### src/design/pdl_pkg.sv
/*
 * Constants shared by the peripheral disable and configuration lock block:
 * register offsets, field positions, reset values and the unlock states.
 * Assumes a 13-bit byte address on a plain strobe bus with 32-bit data.
 */
`default_nettype none

package pdl_pkg;

    // Sizes
    localparam int ADDR_W   = 13;                  // Byte address width
    localparam int NUM_MOD  = 37;                  // Gated modules
    localparam int NUM_DIS  = 6;                   // Disable registers
    localparam int IDX_LSB  = 6;                   // Module window is 64 bytes
    localparam int IDX_W    = 6;                   // Module index width

    typedef logic [31:0] pdl_word_t;
    typedef logic [ADDR_W-1:0] pdl_addr_t;

    // Register offsets, byte addresses
    localparam pdl_addr_t OFF_CFG      = 13'h0000; // config_control
    localparam pdl_addr_t OFF_KEY      = 13'h0004; // Unlock key / status
    localparam pdl_addr_t OFF_DIS_BASE = 13'h0010; // disable_reg_1, then +4
    localparam pdl_addr_t PS_BASE      = 13'h0800; // Pin-select window
    localparam pdl_addr_t MOD_BASE     = 13'h1000; // Module register windows

    // config_control fields
    localparam int CFG_TDO_BIT   = 0;              // two_wire_data_out_use
    localparam int CFG_JTAG_BIT  = 3;              // debug_port_enable
    localparam int CFG_DLOCK_BIT = 12;             // disable_register_lock
    localparam int CFG_PLOCK_BIT = 13;             // pin_select_lock
    localparam pdl_word_t CFG_MASK = 32'h0000_3009; // Implemented bits
    localparam pdl_word_t CFG_RST  = 32'h0000_0001; // Value after reset

    // Disable registers: reset and implemented bits
    localparam pdl_word_t DIS_RST = 32'h0000_0000;
    localparam pdl_word_t DIS_MASK [NUM_DIS] = '{
        32'h0000_1101, 32'h0000_0007, 32'h001F_001F,
        32'h0000_001F, 32'h1103_0F1F, 32'h0001_0003};

    // Unlock keys, values arbitrary
    localparam pdl_word_t KEY_A = 32'h3C5A_0F96;
    localparam pdl_word_t KEY_B = 32'hC3A5_F069;

    // Unlock sequence state
    typedef enum logic [1:0] {UL_IDLE, UL_HALF, UL_OPEN} pdl_unlock_e;

endpackage

`default_nettype wire

### src/design/pdl_gate_if.sv
/*
 * Carrier between the register bank and the gating / forwarding module.
 * Assumes both ends run on the same clock.
 */
`timescale 1ns/100ps
`default_nettype none

interface pdl_gate_if
    import pdl_pkg::*;
();
    logic [NUM_MOD-1:0] dis;        // Flat disable vector
    logic               wr;         // Bus write strobe
    logic               rd;         // Bus read strobe
    pdl_addr_t          addr;       // Bus address
    pdl_word_t          wdata;      // Bus write data
    logic               mod_go;     // Module access allowed
    logic               ps_go;      // Pin-select write allowed
    logic [NUM_MOD-1:0] clk_en;     // Per-module clock enables
    logic               fwd_mod_wr; // Forwarded module write
    logic               fwd_mod_rd; // Forwarded module read
    logic               fwd_ps_wr;  // Forwarded pin-select write
    pdl_addr_t          fwd_addr;   // Forwarded address
    pdl_word_t          fwd_wdata;  // Forwarded data

    modport bank (output dis, wr, rd, addr, wdata, mod_go, ps_go,
                  input clk_en, fwd_mod_wr, fwd_mod_rd, fwd_ps_wr,
                  fwd_addr, fwd_wdata);
    modport gate (input dis, wr, rd, addr, wdata, mod_go, ps_go,
                  output clk_en, fwd_mod_wr, fwd_mod_rd, fwd_ps_wr,
                  fwd_addr, fwd_wdata);
endinterface

`default_nettype wire

### src/design/pdl_bank.sv
/*
 * Peripheral disable and configuration lock register bank.
 * Holds six disable registers and config_control, runs the unlock
 * sequence, and forwards module accesses and pin-select writes through pdl_gate.
 * Assumes the module and pin-select fabric present read data for the
 * current bus address in the same cycle, on sys_clk.
 */
// Strobed register access and the address map were chosen for this implementation.
//
// Contract
// - Disabled module gets no clock at all
// - Bit one disables, zero enables, reset zero
// - Disabled module ignores writes, reads invalid
// - Converter, current unit, reference, comparator bit positions
// - Capture, compare and timer bit positions
// - Serial, bus, calendar, clock, parallel bit positions
// - Pin-select lock blocks pin-select writes
// - Disable lock blocks disable register writes
// - Lock flags change only after unlock
// - Bit three enables debug port, reset zero
// - Bit zero selects data-out use, reset one
// - Unimplemented config bits read zero
`timescale 1ns/100ps
`default_nettype none

module pdl_bank
    import pdl_pkg::*;
(
    input  wire logic               sys_clk,      // System clock, 50 MHz
    input  wire logic               sys_rst,      // Async reset, high
    input  wire logic [ADDR_W-1:0]  addr,         // Byte address
    input  wire logic [31:0]        wr_data,      // Write data
    input  wire logic               wr_en,        // Write strobe
    input  wire logic               rd_en,        // Read strobe
    output logic      [31:0]        rd_data,      // Read data, next cycle
    input  wire logic [31:0]        periph_rdata, // Fabric read data
    output logic      [NUM_MOD-1:0] module_clk_en,// Per-module clock enable
    output logic                    fwd_mod_wr,   // Module write pulse
    output logic                    fwd_mod_rd,   // Module read pulse
    output logic                    fwd_ps_wr,    // Pin-select write pulse
    output logic      [ADDR_W-1:0]  fwd_addr,     // Forwarded address
    output logic      [31:0]        fwd_wdata,    // Forwarded write data
    output logic                    debug_port_enable,     // Debug port on
    output logic                    two_wire_data_out_use, // Data-out used
    output logic                    pin_select_lock        // Pin-select lock
);

    // Register state
    pdl_word_t          config_control;  // Config and lock flags
    pdl_word_t          dis_reg [NUM_DIS]; // disable_reg_1 .. 6
    pdl_unlock_e        ul_state;        // Unlock sequence state
    pdl_unlock_e        next_ul_state;   // Next unlock state
    logic [NUM_MOD-1:0] dis_vec;         // Flat disable bits
    logic [IDX_W-1:0]   mod_idx;         // Module index of access
    logic               mod_hit;         // Access in module windows
    logic               mod_on;          // Addressed module is enabled
    logic               ps_hit;          // Access in pin-select window
    logic               cfg_hit;         // config_control addressed
    logic               key_hit;         // Key register addressed
    logic [NUM_DIS-1:0] dis_hit;         // Disable register addressed
    logic               dis_lock;        // disable_register_lock
    logic               ps_lock;         // pin_select_lock

    pdl_gate_if gif ();                  // Carrier to the gate

    // Lock flags are fields of config_control
    assign dis_lock = config_control[CFG_DLOCK_BIT];
    assign ps_lock  = config_control[CFG_PLOCK_BIT];

    // Flat disable vector, index 0 is the converter
    assign dis_vec = {
        dis_reg[5][16],    // Parallel port
        dis_reg[5][1],     // Reference clock output
        dis_reg[5][0],     // Clock-calendar
        dis_reg[4][28],    // CAN
        dis_reg[4][24],    // USB
        dis_reg[4][17:16], // I2C 2..1
        dis_reg[4][11:8],  // SPI 4..1
        dis_reg[4][4:0],   // UART 5..1
        dis_reg[3][4:0],   // Timers 5..1
        dis_reg[2][20:16], // Output compare 5..1
        dis_reg[2][4:0],   // Input capture 5..1
        dis_reg[1][2:0],   // Comparators 3..1
        dis_reg[0][12],    // Comparator reference
        dis_reg[0][8],     // current_measurement_unit
        dis_reg[0][0]      // Converter
    };

    // Address decode
    always_comb
    begin
        cfg_hit = (addr == OFF_CFG);
        key_hit = (addr == OFF_KEY);
        for (int i = 0; i < NUM_DIS; i++)
        begin
            dis_hit[i] = (addr == OFF_DIS_BASE + ADDR_W'(4 * i));
        end
        ps_hit  = (addr >= PS_BASE) && (addr < MOD_BASE);
        mod_hit = (addr >= MOD_BASE);
        mod_idx = addr[IDX_LSB +: IDX_W];
        // Indices past the last module count as disabled
        mod_on  = (mod_idx < IDX_W'(NUM_MOD)) && !dis_vec[mod_idx];
    end

    // Unlock sequence: KEY_A then KEY_B as the very next write
    always_comb
    begin
        next_ul_state = ul_state;
        if (wr_en)
        begin
            if (key_hit && wr_data == KEY_A)
                next_ul_state = UL_HALF;           // Start from any state
            else
            begin
                unique case (ul_state)
                    UL_IDLE:
                        next_ul_state = UL_IDLE;
                    UL_HALF:
                        // Anything but the second key breaks the sequence
                        if (key_hit && wr_data == KEY_B)
                            next_ul_state = UL_OPEN;
                        else
                            next_ul_state = UL_IDLE;
                    UL_OPEN:
                        // One config write uses up the opening
                        if (cfg_hit || key_hit)
                            next_ul_state = UL_IDLE;
                        else
                            next_ul_state = UL_OPEN;
                endcase
            end
        end
    end

    // Unlock state register
    always_ff @(posedge sys_clk or posedge sys_rst)
    begin
        if (sys_rst)
            ul_state <= UL_IDLE;
        else
            ul_state <= next_ul_state;
    end

    // config_control: debug bits always writable, locks only when open
    always_ff @(posedge sys_clk or posedge sys_rst)
    begin
        if (sys_rst)
            config_control <= CFG_RST;
        else if (wr_en && cfg_hit)
        begin
            config_control[CFG_JTAG_BIT] <= wr_data[CFG_JTAG_BIT];
            config_control[CFG_TDO_BIT]  <= wr_data[CFG_TDO_BIT];
            if (ul_state == UL_OPEN)
            begin
                config_control[CFG_DLOCK_BIT] <= wr_data[CFG_DLOCK_BIT];
                config_control[CFG_PLOCK_BIT] <= wr_data[CFG_PLOCK_BIT];
            end
        end
    end

    // Disable registers, write refused while locked
    always_ff @(posedge sys_clk or posedge sys_rst)
    begin
        if (sys_rst)
        begin
            for (int i = 0; i < NUM_DIS; i++)
            begin
                dis_reg[i] <= DIS_RST;
            end
        end
        else if (wr_en && !dis_lock)
        begin
            for (int i = 0; i < NUM_DIS; i++)
            begin
                if (dis_hit[i])
                    dis_reg[i] <= wr_data & DIS_MASK[i];
            end
        end
    end

    // Read data mux, registered for the next cycle
    always_ff @(posedge sys_clk or posedge sys_rst)
    begin
        if (sys_rst)
            rd_data <= '0;
        else if (!rd_en)
            rd_data <= '0;                             // Only valid after read
        else if (cfg_hit)
            rd_data <= config_control & CFG_MASK;
        else if (key_hit)
            rd_data <= {31'h0000_0000, ul_state == UL_OPEN};
        else if (ps_hit)
            rd_data <= periph_rdata;
        else if (mod_hit)
            // Stopped module gives a fixed zero, not garbage
            rd_data <= mod_on ? periph_rdata : '0;
        else
        begin
            rd_data <= '0;                             // Unmapped reads zero
            for (int i = 0; i < NUM_DIS; i++)
            begin
                if (dis_hit[i])
                    rd_data <= dis_reg[i] & DIS_MASK[i];
            end
        end
    end

    // Outputs straight from config_control flops
    assign debug_port_enable     = config_control[CFG_JTAG_BIT];
    assign two_wire_data_out_use = config_control[CFG_TDO_BIT];
    assign pin_select_lock       = ps_lock;

    // Feed the gate; mod_go already folds in the module's disable bit
    // and ps_go the pin-select lock, so the gate only registers them
    assign gif.dis    = dis_vec;
    assign gif.wr     = wr_en;
    assign gif.rd     = rd_en;
    assign gif.addr   = addr;
    assign gif.wdata  = wr_data;
    assign gif.mod_go = mod_hit && mod_on;
    assign gif.ps_go  = ps_hit && !ps_lock;

    // Gating and forwarding
    pdl_gate u_gate (
        .sys_clk (sys_clk),
        .sys_rst (sys_rst),
        .g       (gif.gate)
    );

    // Gate outputs are already flops
    assign module_clk_en = gif.clk_en;
    assign fwd_mod_wr    = gif.fwd_mod_wr;
    assign fwd_mod_rd    = gif.fwd_mod_rd;
    assign fwd_ps_wr     = gif.fwd_ps_wr;
    assign fwd_addr      = gif.fwd_addr;
    assign fwd_wdata     = gif.fwd_wdata;
endmodule // pdl_bank

`default_nettype wire

### src/design/pdl_gate.sv
/*
 * Clock gating and access forwarding for the peripheral modules.
 * Assumes the bank has already decided whether an access may pass.
 */
`timescale 1ns/100ps
`default_nettype none

module pdl_gate
    import pdl_pkg::*;
(
    input  wire logic sys_clk, // System clock
    input  wire logic sys_rst, // Async reset, high
    pdl_gate_if.gate  g        // Bank side
);

    // Clock enables follow the disable bits one edge later
    always_ff @(posedge sys_clk or posedge sys_rst)
    begin
        if (sys_rst)
            g.clk_en <= '1;           // All modules run after reset
        else
            g.clk_en <= ~g.dis;
    end

    // Strobes only pass for live modules and unlocked pin-select
    always_ff @(posedge sys_clk or posedge sys_rst)
    begin
        if (sys_rst)
        begin
            g.fwd_mod_wr <= 1'b0;
            g.fwd_mod_rd <= 1'b0;
            g.fwd_ps_wr  <= 1'b0;
        end
        else
        begin
            g.fwd_mod_wr <= g.wr && g.mod_go;
            g.fwd_mod_rd <= g.rd && g.mod_go;
            g.fwd_ps_wr  <= g.wr && g.ps_go;
        end
    end

    // Address and data ride along with the strobes
    always_ff @(posedge sys_clk or posedge sys_rst)
    begin
        if (sys_rst)
        begin
            g.fwd_addr  <= '0;
            g.fwd_wdata <= '0;
        end
        else if (g.wr || g.rd)
        begin
            g.fwd_addr  <= g.addr;
            g.fwd_wdata <= g.wdata;
        end
    end
endmodule // pdl_gate

`default_nettype wire

### config.mk
export PLATFORM = sky130hd
export DESIGN_NAME = pdl_bank
export DESIGN_NICKNAME = d
export VERILOG_FILES = /design/src/design/pdl_pkg.sv /design/src/design/pdl_gate_if.sv /design/src/design/pdl_bank.sv /design/src/design/pdl_gate.sv
export SDC_FILE = /design/constraint.sdc
export NUM_CORES = 1
export LEC_CHECK = 0
export BUFFER_PORTS_ARGS = -buffer_cell sky130_fd_sc_hd__buf_4
export CAP_MARGIN = 20
export CELL_PAD_IN_SITES_DETAIL_PLACEMENT = 1
export CELL_PAD_IN_SITES_GLOBAL_PLACEMENT = 1
export CORE_MARGIN = 2
export CORE_UTILIZATION = 45
export DETAILED_ROUTE_END_ITERATION = 6
export MAX_ROUTING_LAYER = met4
export PLACE_DENSITY_LB_ADDON = 0.1
export SLEW_MARGIN = 20
export SYNTH_ARGS = -nofsm -noshare
export SYNTH_HDL_FRONTEND = slang
export SYNTH_HIERARCHICAL = 1
export SYNTH_SLANG_ARGS = --single-unit
### constraint.sdc
create_clock -name sys_clk -period 3.7 [get_ports sys_clk]
set_input_delay 0 -clock sys_clk [delete_from_list [all_inputs] [get_ports sys_clk]]
set_output_delay 0 -clock sys_clk [all_outputs]
set_load 0.05 [all_outputs]
* Yosys cells after proc, flatten, opt, wreduce, memory -nomap -nowiden
Index checks and enable logic that the tools add are counted.
** Cells by class
- $add $sub $neg :: 0
- Multipliers :: 0
- Div/mod/pow operators :: 0
- $lt $le $gt $ge :: 5
- Eq/ne operators :: 11
- Shifts and indexed selects :: 0
- Multiplexer cells :: 18
- Bitwise gates (word level) :: 1
- Reductions and logical operators :: 25
** Operators with widths (number)
- two-way mux 32 bit :: 11
- equality test 13 x 5 -> 1 bit (second input constant) :: 4
- NOT 37 bit :: 1
- equality test 32 x 30 -> 1 bit (second input constant) :: 1
- equality test 32 bit (second input constant) :: 1
- equality test 13 x 6 -> 1 bit (second input constant) :: 2
- AND reduction 2 bit :: 7
- equality test 13 x 3 -> 1 bit (second input constant) :: 1
- greater-or-equal comparator 13 x 12 -> 1 bit (second input constant) :: 1
- greater-or-equal comparator 13 bit (second input constant) :: 1
- zero test 13 bit :: 1
- < comparator 13 bit (second input constant) :: 1
- two-way mux 13 bit :: 1
- logical AND 1 bit :: 11
- < comparator 6 x 7 -> 1 bit (second input constant) :: 1
- binary-select mux 1 bit (select 6 bit) :: 1
- < comparator 6 bit (second input constant) :: 1
- two-way mux 2 bit :: 3
- one-hot mux 2 bit (3 select lines) :: 1
- zero test 1 bit :: 3
- equality test 2 x 1 -> 1 bit (second input constant) :: 1
- equality test 2 bit (second input constant) :: 1
- zero test 2 bit :: 1
- logical OR 1 bit :: 2
- two-way mux 1 bit :: 1
** Word-level totals
- Register bits after elaboration :: 160
- Bits in latches :: 0
- Memory bits (writable) :: 0
- Memory bits (read-only) :: 0
- Input port bits :: 81
- Output and inout port bits :: 120
- Logic and storage cells :: 77
- Memories :: 0

* Depth between registers and ports, before layout
Gate-level depths: netlist of the first run.
- Depth after elaboration :: 12
- Gate-level depth with buffers :: 9
- Depth with buffers taken out :: 8

* By module
The synthesis of the first run kept the hierarchy.
** Modules (own cells, without submodules)
- pdl_bank :: times used 1, cells an instance 323, area an instance 3856.2 µm², sequential area each 1878.1 µm²
- pdl_gate :: times used 1, cells an instance 176, area an instance 3091.7 µm², sequential area each 2173.3 µm²

* Least setup slack after synthesis of the first run
OpenSTA, ideal clock, no wires.
- Path type :: reg2reg
- Start point :: register dis_reg[99] in the netlist's numbering
- End point :: register rd_data[14]
- Setup time :: 0.066 ns
- Arrival :: 2.003 ns
- Required time :: 3.634 ns
- Setup slack :: 1.631 ns
- Stages on the path, launching flop included :: 8
- Path buffers :: 1
- Period minus slack after synthesis :: 2.069 ns
- Cells stage by stage :: dfrtp_1 -> mux4_1 -> mux2_2 -> nand2_1 -> a211oi_2 -> nor3_4 -> clkbuf_1 -> and2_1
** Between the ends
- Cells in the longest elaborated chain, start to end :: 10
** RTL lines
- from (decl) :: line pdl_bank.sv:50 : pdl_word_t dis_reg [NUM_DIS];
- from (signal, indexed assignment) :: line pdl_bank.sv:176 : dis_reg[i] <= wr_data & DIS_MASK[i];
- binary-select mux 1 bit (select 6 bit) :: line pdl_bank.sv:102 : mod_on = (mod_idx < IDX_W'(NUM_MOD)) && !dis_vec[mod_idx];
- two-way mux 1 bit (implied by the code) :: line pdl_bank.sv:102
- zero test 1 bit :: line pdl_bank.sv:102
- logical AND 1 bit :: line pdl_bank.sv:102
- two-way mux 32 bit :: line pdl_bank.sv:196 : rd_data <= mod_on ? periph_rdata : '0;
- two-way mux 32 bit :: line pdl_bank.sv:194 : else if (mod_hit)
- two-way mux 32 bit :: line pdl_bank.sv:192 : else if (ps_hit)
- two-way mux 32 bit :: line pdl_bank.sv:190 : else if (key_hit)
- two-way mux 32 bit :: line pdl_bank.sv:188 : else if (cfg_hit)
- two-way mux 32 bit :: line pdl_bank.sv:186 : else if (!rd_en)
- to (signal assigned) :: line pdl_bank.sv:189 : rd_data <= config_control & CFG_MASK;
- to (signal assigned) :: line pdl_bank.sv:191 : rd_data <= {31'h0000_0000, ul_state == UL_OPEN};
- to (signal assigned) :: line pdl_bank.sv:193 : rd_data <= periph_rdata;
- to (decl) :: line pdl_bank.sv:35 : output logic [31:0] rd_data,
Every way passes these cells. The select of a mux whose other input is x is not followed.
A chain may end at the register's enable or synchronous reset.

* Worst setup path in the final report of the first run
- Start point :: input port addr[10]
- End point :: register rd_data[16]
** Between the ends
- Cells in the longest elaborated chain, start to end :: 10
- Elaborated cells on any way between the ends :: 25
- Those cells by class :: order compare (4); eq/ne (5); mux (12); reduce/logical (4)
** RTL lines
- from (decl) :: line pdl_bank.sv:31 : input wire logic [ADDR_W-1:0] addr,
- binary-select mux 1 bit (select 6 bit) or equality test 13 x 5 -> 1 bit (tied branches) :: line pdl_bank.sv:102, pdl_bank.sv:96
- two-way mux 1 bit (implied by the code) or two-way mux 32 bit (tied branches) :: line pdl_bank.sv:102, pdl_bank.sv:202
- zero test 1 bit or two-way mux 32 bit (tied branches) :: line pdl_bank.sv:102, pdl_bank.sv:202
- logical AND 1 bit or two-way mux 32 bit (tied branches) :: line pdl_bank.sv:102, pdl_bank.sv:202
- two-way mux 32 bit, on equally long branches :: line pdl_bank.sv:196, pdl_bank.sv:202
- two-way mux 32 bit :: line pdl_bank.sv:194
- two-way mux 32 bit :: line pdl_bank.sv:192
- two-way mux 32 bit :: line pdl_bank.sv:190
- two-way mux 32 bit (*) :: line pdl_bank.sv:188
- two-way mux 32 bit (*) :: line pdl_bank.sv:186
Every way passes the cells marked *; elsewhere a longest branch is shown, timed or not. The select of a mux whose other input is x is not followed.

==> results.sh, run 1 <==
export IMPL_status="completed"
export IMPL_drv_slew=0
export IMPL_synth_seq_cells=160
export IMPL_clk_latency_ps=430
export IMPL_drive_gt1_share_pct=46.79
export IMPL_firstDrtPassIters=6
export IMPL_mostFrequentLayoutCells="buf_4 (202), dfrtp_1 (122), dlygate4sd3_1 (79), mux2_4 (50), inv_1 (46)"
export IMPL_ant_nets=0
export IMPL_slew_headroom_pct=26.28
export IMPL_worstMarginPinSlew_ps=1106
export IMPL_wirelength_um=25220
export IMPL_worstSetupEndpointType="flip-flop"
export IMPL_period_share_pct=82.73
export IMPL_synth_edff_count=0
export IMPL_dp_slack_ps=1256
export IMPL_required_ps=4060
export IMPL_syn_nets=582
export IMPL_synth_ff_type="dfrtp_1"
export IMPL_cap_violations=0
export IMPL_synth_cells=499
export IMPL_avgSynthCellArea_um2=13.92
export IMPL_area_delta_synth_final_pct=42.66
export IMPL_io_buffers=200
export IMPL_hold_buffers=79
export IMPL_fillers=1431
export IMPL_worstPathArrival_ps=3420
export IMPL_synth_async_reset_ratio_pct=100.0
export IMPL_synth_seq_area_share_pct=58.31
export IMPL_hold_viol=0
export IMPL_timing_final_ws_setup_ps=639.0
export IMPL_wire_per_inst_um=25.63
export IMPL_switching_power_mw=1.238
export IMPL_p_leak_nw=4.678
export IMPL_cp_max_fo=7
export IMPL_cts_max_path_buffers=2
export IMPL_io_pins=201
export IMPL_critPathLaunchType="input port"
export IMPL_nets=865
export IMPL_fp_row_count=45
export IMPL_tritoncts="done"
export IMPL_mappedNetlistArea_um2=6948
export IMPL_drt_iter0_drc=347
export IMPL_internal_power_mw=3.068
export IMPL_dp_hpwl_um=15610
export IMPL_clock_skew_ps=7.966
export IMPL_grt_pass1_vias=6313
export IMPL_design_core_area_um2=15150
export IMPL_fin_crit_ps=3061
export IMPL_grt_pass1_wl_um=38130
export IMPL_gp_congestion=0.8934
export IMPL_cts_setup_buffers=0
export IMPL_pwr_share_comb_pct=17.2
export IMPL_setup_tns_ps=0
export IMPL_dpl_cell_area_um2=8549
export IMPL_p_seq_share_pct=43.1
export IMPL_powerDensity_nw_per_um2=434.4
export IMPL_viasPerCell=5.504
export IMPL_track_usage_pct=32.58
export IMPL_p_clk_share_pct=39.7
export IMPL_max_vdd_ir_drop_mv=0.3068
export IMPL_start_util_pct=45.87
export IMPL_route_detailed_drc=0
export IMPL_antenna_found_initial=1
export IMPL_numCtsBuffers=17
export IMPL_die_y_um=128.3
export IMPL_setup_viol=0
export IMPL_path_clk_slew_ps=60
export IMPL_fmax_mhz=326.7
export IMPL_min_path_type="input port to flip-flop"
export IMPL_grt_setup_unrepaired="false"
export IMPL_switching_share_pct=28.74
export IMPL_cts_root_buffer="clkbuf_16"
export IMPL_grt_start_max_net_pins=86
export IMPL_final_common_cell="buf_4"
export IMPL_grt_overflow=0
export IMPL_cts_sinks=160
export IMPL_total_power_mw=4.306
export IMPL_worstSetupPathType="input port to flip-flop"
export IMPL_cts_resized=0
export IMPL_design_die_area_um2=16450
export IMPL_cts_max_level=4
export IMPL_yosysWarningCount=6
export IMPL_fp_dieW_um=128.3
export IMPL_design_area_um2=9912
export IMPL_num_vias=5416
export IMPL_yosysUniqueCellTypes=56
## cell usage after synthesis (3+ instances only)
library cell    n  area, µm²
nor2b_1         3      18.77
nor4bb_1        3      30.03
clkbuf_1        8      30.03
nand3_1         7      35.03
nand2_1        19      71.32
mux2_4         50      750.7
nor3_1          7      35.03
buf_12          4      80.08
nand4_1         6      37.54
and2_1         19      118.9
o21ai_0         6      30.03
nor4_1          7      43.79
mux2_1          5      56.30
o2bb2ai_1       5      43.79
mux2_2         40      450.4
a21oi_1         7      35.03
and3_1          4      25.02
a22oi_1         5      37.54
mux2i_1         9      90.09
dfstp_2        38      998.5
nor2_1         14      52.55
nor4b_1         4      35.03
a22o_1         10      87.58
a32o_1          3      30.03
or3_1           3      18.77
nand4b_1        3      26.28
dfrtp_1       122       3053
inv_1          48      180.2
a222oi_1        3      30.03
and4_1          3      26.28
buf_6           3      33.78
## kinds of logic (layout without fill, tap and decap cells)
kind of cell | Yosys count | after routing | synth area share (%)
other cells | 0 | 1 | 0
flops | 160 | 160 | 58.31
fa+ha+maj | 2 | 2 | 0.3601
buf+inv | 65 | 361 | 4.790
compound gates | 52 | 52 | 5.961
mux | 107 | 107 | 20.48
simple gates | 113 | 113 | 10.10
## path summary, 6_finish.rpt
kind                               from              endpoint  slack (ps)  cells after the start
max                            addr[10]           rd_data[16]         640                      9
min                             addr[2]  u_gate/g.fwd_addr[2]          90                      2
max reg2reg                dis_reg[116]           rd_data[16]         970                      7
min reg2reg                 dis_reg[98]    u_gate/g.clk_en[8]         440                      1
max in group asynchronous       sys_rst           dis_reg[96]        2360                      4
min in group asynchronous       sys_rst           rd_data[30]         220                      3
## metal layers
metal  routed length [µm]  global-route usage [%]  share of wire (%)
met5                    0                       -                  0
met4                  890                   14.22                3.5
met3                 1512                   6.260                6.0
met2                12680                   53.85                 50
met1                10130                   39.05                 40
## critical path: stages
cell and delay (ps):
dlygate4sd3_1 540, buf_4 180, or4_4 530, nor4_1 650
nand3_1 200, a311oi_1 450, and2_1 190, o22a_1 130
dlygate4sd3_1 550
## metrics by stage
stage               utilization, %  hold WS, ps  std cells
floorplan                        -        116.4        499
global placement             56.45        94.21        872
detailed placement           56.45        114.7        872
CTS                          65.41        68.52        983
global route                 65.44        99.88        984
finish                       65.44        90.44        984
## power by group through the flow
| stage | Combinational, mW | Sequential [mW] | Clock (mW) |
|---|---|---|---|
| floorplan | 0.186 | 2.10 | 0 |
| global placement | 0.652 | 1.88 | 0 |
| detailed placement | 0.662 | 1.88 | 0 |
| CTS | 0.731 | 1.85 | 1.70 |
| global route | 0.774 | 1.86 | 1.80 |
| finish | 0.742 | 1.85 | 1.71 |
## final cells by class
| cell class | count | area [µm²] | share of cell area [%] |
|---|---|---|---|
| multi-input combinational | 274 | 2564 | 25.86 |
| inverter | 48 | 185.2 | 1.868 |
| tap | 188 | 235.2 | 2.373 |
| antenna | 1 | 2.502 | 0.02525 |
| sequential | 160 | 4051 | 40.87 |
| clock buffer | 21 | 460.4 | 4.645 |
| clock inverter | 11 | 106.4 | 1.073 |
| timing repair buffer | 281 | 2307 | 23.28 |
Power figures use the tool's default switching activity.
==> run 2: changes to the inputs <==
--- a/config.mk
+++ b/config.mk
@@ -10,7 +10,7 @@
 export CELL_PAD_IN_SITES_DETAIL_PLACEMENT = 1
 export CELL_PAD_IN_SITES_GLOBAL_PLACEMENT = 1
 export CORE_MARGIN = 2
-export CORE_UTILIZATION = 45
+export CORE_UTILIZATION = 41
 export DETAILED_ROUTE_END_ITERATION = 6
 export MAX_ROUTING_LAYER = met4
 export PLACE_DENSITY_LB_ADDON = 0.1
==> constraint.sdc (replaced) <==
create_clock -name sys_clk -period 3 [get_ports sys_clk]
set_input_delay 0 -clock sys_clk [delete_from_list [all_inputs] [get_ports sys_clk]]
set_output_delay 0 -clock sys_clk [all_outputs]
set_load 0.05 [all_outputs]
==> run 2 against run 1 <==
Effect of this change:
- final area up 0.78%
- sequential cell count unchanged
- largest power group unchanged
- power up 21%
- routed wire length down 9.3%
- highest routed layer unchanged
==> results.sh, run 2 (synthesized netlist as in run 1, its figures left out) <==
export IMPL_grt_most_used_layer="met2"
export IMPL_cap_violations=0
export IMPL_clk_latency_ps=430
export IMPL_track_usage_pct=27.31
export IMPL_cts_sinks=160
export IMPL_path_clk_slew_ps=70
export IMPL_grt_overflow=0
export IMPL_numCtsBuffers=17
export IMPL_drive_gt1_share_pct=47.44
export IMPL_setup_tns_ps=0
export IMPL_clock_skew_ps=9.248
export IMPL_powerDensity_nw_per_um2=523.5
export IMPL_cts_max_path_buffers=2
export IMPL_antenna_found_initial=0
export IMPL_drt_iter0_drc=300
export IMPL_fp_row_count=47
export IMPL_wirelength_um=22880
export IMPL_gr_usage_met3_pct=5.291
export IMPL_io_buffers=200
export IMPL_area_delta_synth_final_pct=43.78
export IMPL_worstSetupPathType="input port to flip-flop"
export IMPL_grt_pass1_vias=5907
export IMPL_num_vias=5270
export IMPL_grt_use_met2_pct=43.20
export IMPL_grt_start_max_net_pins=47
export IMPL_critPathLaunchType="input port"
export IMPL_design_die_area_um2=18000
export IMPL_cp_common_cell="or4_4"
export IMPL_status="completed"
export IMPL_startpoint="addr[11]"
export IMPL_slew_headroom_pct=47.45
export IMPL_design_area_um2=9990
export IMPL_grt_setup_unrepaired="false"
export IMPL_dp_cells=911
export IMPL_timing_rr_start="dis_reg[112]"
export IMPL_gp_congestion=0.8841
export IMPL_wire_per_inst_um=22.41
export IMPL_critPathMaxStageDelay_ps=550
export IMPL_cts_setup_buffers=0
export IMPL_final_common_cell="buf_4"
export IMPL_dpl_cell_area_um2=8655
export IMPL_timing_reg2reg_setup_slack_ps=730
export IMPL_cp_cell_sequence="dlygate4sd3_1, buf_4, or4_4, or4_4, nor3_4, nand2_4, mux2_4"
export IMPL_drv_slew=0
export IMPL_design_core_area_um2=16580
export IMPL_min_delay_start="addr[2]"
export IMPL_cts_resized=0
export IMPL_worstMarginPinSlew_ps=788.2
export IMPL_antenna_cells=0
export IMPL_viasPerCell=5.162
export IMPL_fmax_mhz=408.2
export IMPL_min_path_cells=2
export IMPL_fin_crit_ps=2450
export IMPL_ff_latch_area_um2=4051
export IMPL_dp_hpwl_um=15950
export IMPL_max_vdd_ir_drop_mv=0.4037
export IMPL_multi_input_area_um2=2564
export IMPL_instances_no_fill=1021
export IMPL_worstPathArrival_ps=2760
export IMPL_start_util_pct=41.90
export IMPL_cts_max_level=4
export IMPL_mostFrequentLayoutCells="buf_4 (208), dfrtp_1 (122), dlygate4sd3_1 (78), mux2_4 (50), inv_1 (46)"
export IMPL_io_pins=201
export IMPL_route_detailed_drc=0
export IMPL_required_ps=3310
export IMPL_use_met1_pct=36.91
export IMPL_period_share_pct=81.66
export IMPL_die_y_um=134.2
export IMPL_nets=871
export IMPL_worst_path_max_delay_cell="or4_4"
export IMPL_fillers=1657
export IMPL_setup_viol=0
export IMPL_firstDrtPassIters=4
export IMPL_cp_max_fo=13
export IMPL_grt_pass1_wl_um=35520
export IMPL_p_leak_nw=4.723
export IMPL_worstSetupEndpointType="flip-flop"
export IMPL_tritoncts="done"
export IMPL_cts_root_buffer="clkbuf_16"
export IMPL_r2r_cells=7
export IMPL_min_path_type="input port to flip-flop"
export IMPL_ant_nets=0
export IMPL_fp_dieW_um=134.2
export IMPL_hold_viol=0
## run 2: layout make-up
cell class,instances,area share (%)
clock inverter,12,0.9770
tap,220,2.756
inverter,48,1.829
sequential,160,40.56
multi-input combinational,274,25.66
clock buffer,20,4.572
timing repair buffer,287,23.65
## run 2: critical path, delay by kind of cell
| family | cells | cell delay, ps |
|---|---|---|
| buf+inv | 2 | 700 |
| simple gates | 4 | 1690 |
| mux | 1 | 360 |
## run 2: power by group
group | switching, mW | internal (mW) | leakage, nW
combinational | 0.549 | 0.359 | 2.47
sequential | 0.0445 | 2.24 | 1.98
clock | 0.918 | 1.12 | 0.270
## run 2: what timing repair did
item / in CTS / in global routing
endpoints found under the hold margin: 181 / 0
setup endpoints to repair: 0 / 0
hold buffers: 78 / 0
## run 2: routing by layer
| layer | routed length, µm | vias up |
|---|---|---|
| met3 | 1056 | 17 |
| met4 | 276 | 0 |
| met2 | 11290 | 156 |
| li1 | - | 2357 |
| met1 | 10260 | 2740 |
| met5 | 0 | - |
## run 2: through the flow
step,worst slack [ps],power (mW),hold WS (ps),util [%]
2_1_floorplan,867.7,2.814,116.4,-
3_5_place_dp,668.2,3.142,1.193,52.19
6_report,550.1,5.230,74.64,60.24
5_1_grt,457.2,5.422,83.98,60.24
3_3_place_gp,743.7,3.131,-3.732,52.19
4_1_cts,541.4,5.258,63.66,60.24
## run 2: path summary, 6_finish.rpt
| check | end |
|---|---|
| max in group asynchronous | two_wire_data_out_use |
| worst max-delay path | dis_reg[41] |
| worst min register to register | u_gate/g.clk_en[13] |
| min in group asynchronous | u_gate/g.fwd_wdata[10] |
| worst min-delay path | u_gate/g.fwd_addr[2] |
| worst max register to register | rd_data[28] |
==> run 3: changes to the inputs <==
==> constraint.sdc (replaced) <==
create_clock -name sys_clk -period 2.28 [get_ports sys_clk]
set_input_delay 0 -clock sys_clk [delete_from_list [all_inputs] [get_ports sys_clk]]
set_output_delay 0 -clock sys_clk [all_outputs]
set_load 0.05 [all_outputs]
==> run 3 against run 2 <==
Effect of this change:
- combinational power rose by 35%
- routed wire length rose by 6.7%
- clock-buffer cell count fell by 2
- utilization rose by 2.0 points
- via count rose by 4.2%
- critical path type unchanged
- clock skew rose by 4.0 ps
- sequential cell count did not move
- clock power rose by 55%
- sequential share of layout area fell by 1.3 points
- critical path depth rose by 1
- hold slack got worse by 58 ps
- critical endpoint is now dis_reg[36]
==> results.sh, run 3 (synthesized netlist as in run 1, its figures left out) <==
export IMPL_min_path_type="input port to flip-flop"
export IMPL_timing_reg2reg_setup_slack_ps=90
export IMPL_period_share_pct=96.99
export IMPL_status="completed"
export IMPL_antenna_found_initial=0
export IMPL_cp_cell_sequence="dlygate4sd3_1, buf_4, or4_4, or4_4, nor3_4, buf_6, nand2_8, mux2_4"
export IMPL_grt_overflow=0
export IMPL_gp_congestion=0.8830
export IMPL_fin_crit_ps=2211
export IMPL_io_pins=201
export IMPL_critical_path_top_delay_family="simple AND/OR/NAND/NOR gates"
export IMPL_drv_slew=0
export IMPL_cap_violations=0
export IMPL_cp_common_cell="or4_4"
export IMPL_io_buffers=200
export IMPL_start_util_pct=41.90
export IMPL_clock_skew_ps=13.26
export IMPL_max_vdd_ir_drop_mv=0.5259
export IMPL_min_delay_start="addr[12]"
export IMPL_track_usage_pct=28.51
export IMPL_p_leak_nw=4.898
export IMPL_instances_no_fill=1047
export IMPL_hold_viol=0
export IMPL_path_clk_slew_ps=70
export IMPL_design_die_area_um2=18000
export IMPL_fmax_mhz=452.2
export IMPL_grt_start_max_net_pins=46
export IMPL_fp_dieW_um=134.2
export IMPL_area_delta_synth_final_pct=48.59
export IMPL_slew_headroom_pct=49.36
export IMPL_numCtsBuffers=17
export IMPL_powerDensity_nw_per_um2=715.7
export IMPL_reg2reg_to="rd_data[9]"
export IMPL_viasPerCell=5.246
export IMPL_route_detailed_drc=0
export IMPL_worstSetupEndpointType="flip-flop"
export IMPL_cts_sinks=160
export IMPL_num_vias=5493
export IMPL_nets=897
export IMPL_r2r_cells=7
export IMPL_worst_path_max_delay_cell="dlygate4sd3_1"
export IMPL_setup_tns_ps=0
export IMPL_fp_row_count=47
export IMPL_grt_setup_unrepaired="true"
export IMPL_antenna_cells=0
export IMPL_drt_iter0_drc=318
export IMPL_timing_rr_start="dis_reg[99]"
export IMPL_total_power_mw=7.388
export IMPL_critPathMaxStageDelay_ps=540
export IMPL_wire_per_inst_um=23.33
export IMPL_cp_max_fo=13
export IMPL_firstDrtPassIters=4
export IMPL_required_ps=2590
export IMPL_tritoncts="done"
export IMPL_die_y_um=134.2
export IMPL_cp_num_buf_inv=3
export IMPL_design_core_area_um2=16580
export IMPL_dp_cells=937
export IMPL_worstSetupPathType="input port to flip-flop"
export IMPL_wirelength_um=24430
export IMPL_clk_latency_ps=430
export IMPL_cts_root_buffer="clkbuf_16"
export IMPL_worstMarginPinSlew_ps=758.6
export IMPL_grt_pass1_vias=6113
export IMPL_final_common_cell="buf_4"
export IMPL_grt_pass1_wl_um=37030
export IMPL_ant_nets=0
export IMPL_min_path_cells=3
export IMPL_setup_viol=0
export IMPL_holdPathEnd="u_gate/g.fwd_addr[12]"
export IMPL_drive_gt1_share_pct=49.46
export IMPL_fillers=1640
export IMPL_cts_max_level=4
export IMPL_worstPathArrival_ps=2520
export IMPL_mostFrequentLayoutCells="buf_4 (231), dfrtp_1 (122), dlygate4sd3_1 (77), mux2_4 (50), inv_1 (46)"
export IMPL_dp_hpwl_um=16830
export IMPL_critPathLaunchType="input port"
export IMPL_hold_ws_ps=16.19
export IMPL_cts_max_path_buffers=2
==> run 3: cell count changes in the layout (fill, tap and decap cells not counted), moves of 2 or more <==
cell	before	now
buf_12	1	4
bufinv_16	0	4
clkbuf_8	2	0
buf_4	208	231
inv_8	1	3
clkinv_4	2	0
clkinv_2	2	0
==> run 3: where the power goes <==
part / total, mW / internal (mW) / leakage [nW] / switching, mW
sequential: 3.01 / 2.94 / 1.98 / 0.0609
clock: 3.16 / 1.88 / 0.313 / 1.28
combinational: 1.23 / 0.492 / 2.60 / 0.735
total: 7.39 / 5.31 / 4.90 / 2.07
==> run 3: worst max path at each step <==
stage | cells after the start | startpoint | slack (ps) | endpoint
after floorplan | 1 | sys_rst | 150 | u_gate/g.fwd_addr[0]
after global placement | 7 | dis_reg[114] | 170 | rd_data[11]
after detailed placement | 7 | dis_reg[114] | 80 | rd_data[18]
after CTS | 8 | addr[11] | 20 | dis_reg[36]
after global routing | 7 | dis_reg[99] | -10 | rd_data[9]
final | 8 | addr[11] | 70 | dis_reg[36]
==> run 3: per-layer routing <==
layer  part of all wire (%)  global-route usage, %  up-vias
met3                    6.0                  5.140       25
met5                      0                      -        -
met2                     50                  47.22      216
met1                     43                  36.12     2843
li1                       -                      -     2409
met4                    1.8                  8.129        0
==> run 3: metrics by stage <==
| step | setup WS, ps | util, % | instance area [µm²] |
|---|---|---|---|
| 3_5_place_dp | 83.65 | 53.59 | 8887 |
| 6_report | 68.53 | 62.25 | 10320 |
| 4_1_cts | 21.56 | 62.12 | 10300 |
| 5_1_grt | -13.88 | 62.25 | 10320 |
| 2_1_floorplan | 147.7 | - | 6948 |
| 3_3_place_gp | 168.3 | 53.59 | 8887 |
==> run 3: timing repair <==
action,4_1_cts,5_1_grt
hold buffers,77,0
endpoints found under the hold margin,174,0
resized for setup,0,5
endpoints found under the setup margin,0,45
setup buffers,0,1
==> run 3: final cells by class <==
type | count | area [µm²] | share of cell area, %
Clock buffer | 18 | 429.2 | 4.157
Clock inverter | 14 | 214.0 | 2.072
Inverter | 48 | 182.7 | 1.769
Multi-Input combinational cell | 274 | 2575 | 24.94
Sequential cell | 160 | 4051 | 39.24
Tap cell | 220 | 275.3 | 2.666
Timing Repair Buffer | 313 | 2596 | 25.15
==> run 3: worst reg2reg max path, stage by stage (launching register included) <==
cell      delay, ps
dfrtp_1         420
mux4_1          550
mux2_2          290
nand2_1          90
a211oi_2        110
nor3_4          250
buf_12          200
a22o_1          230
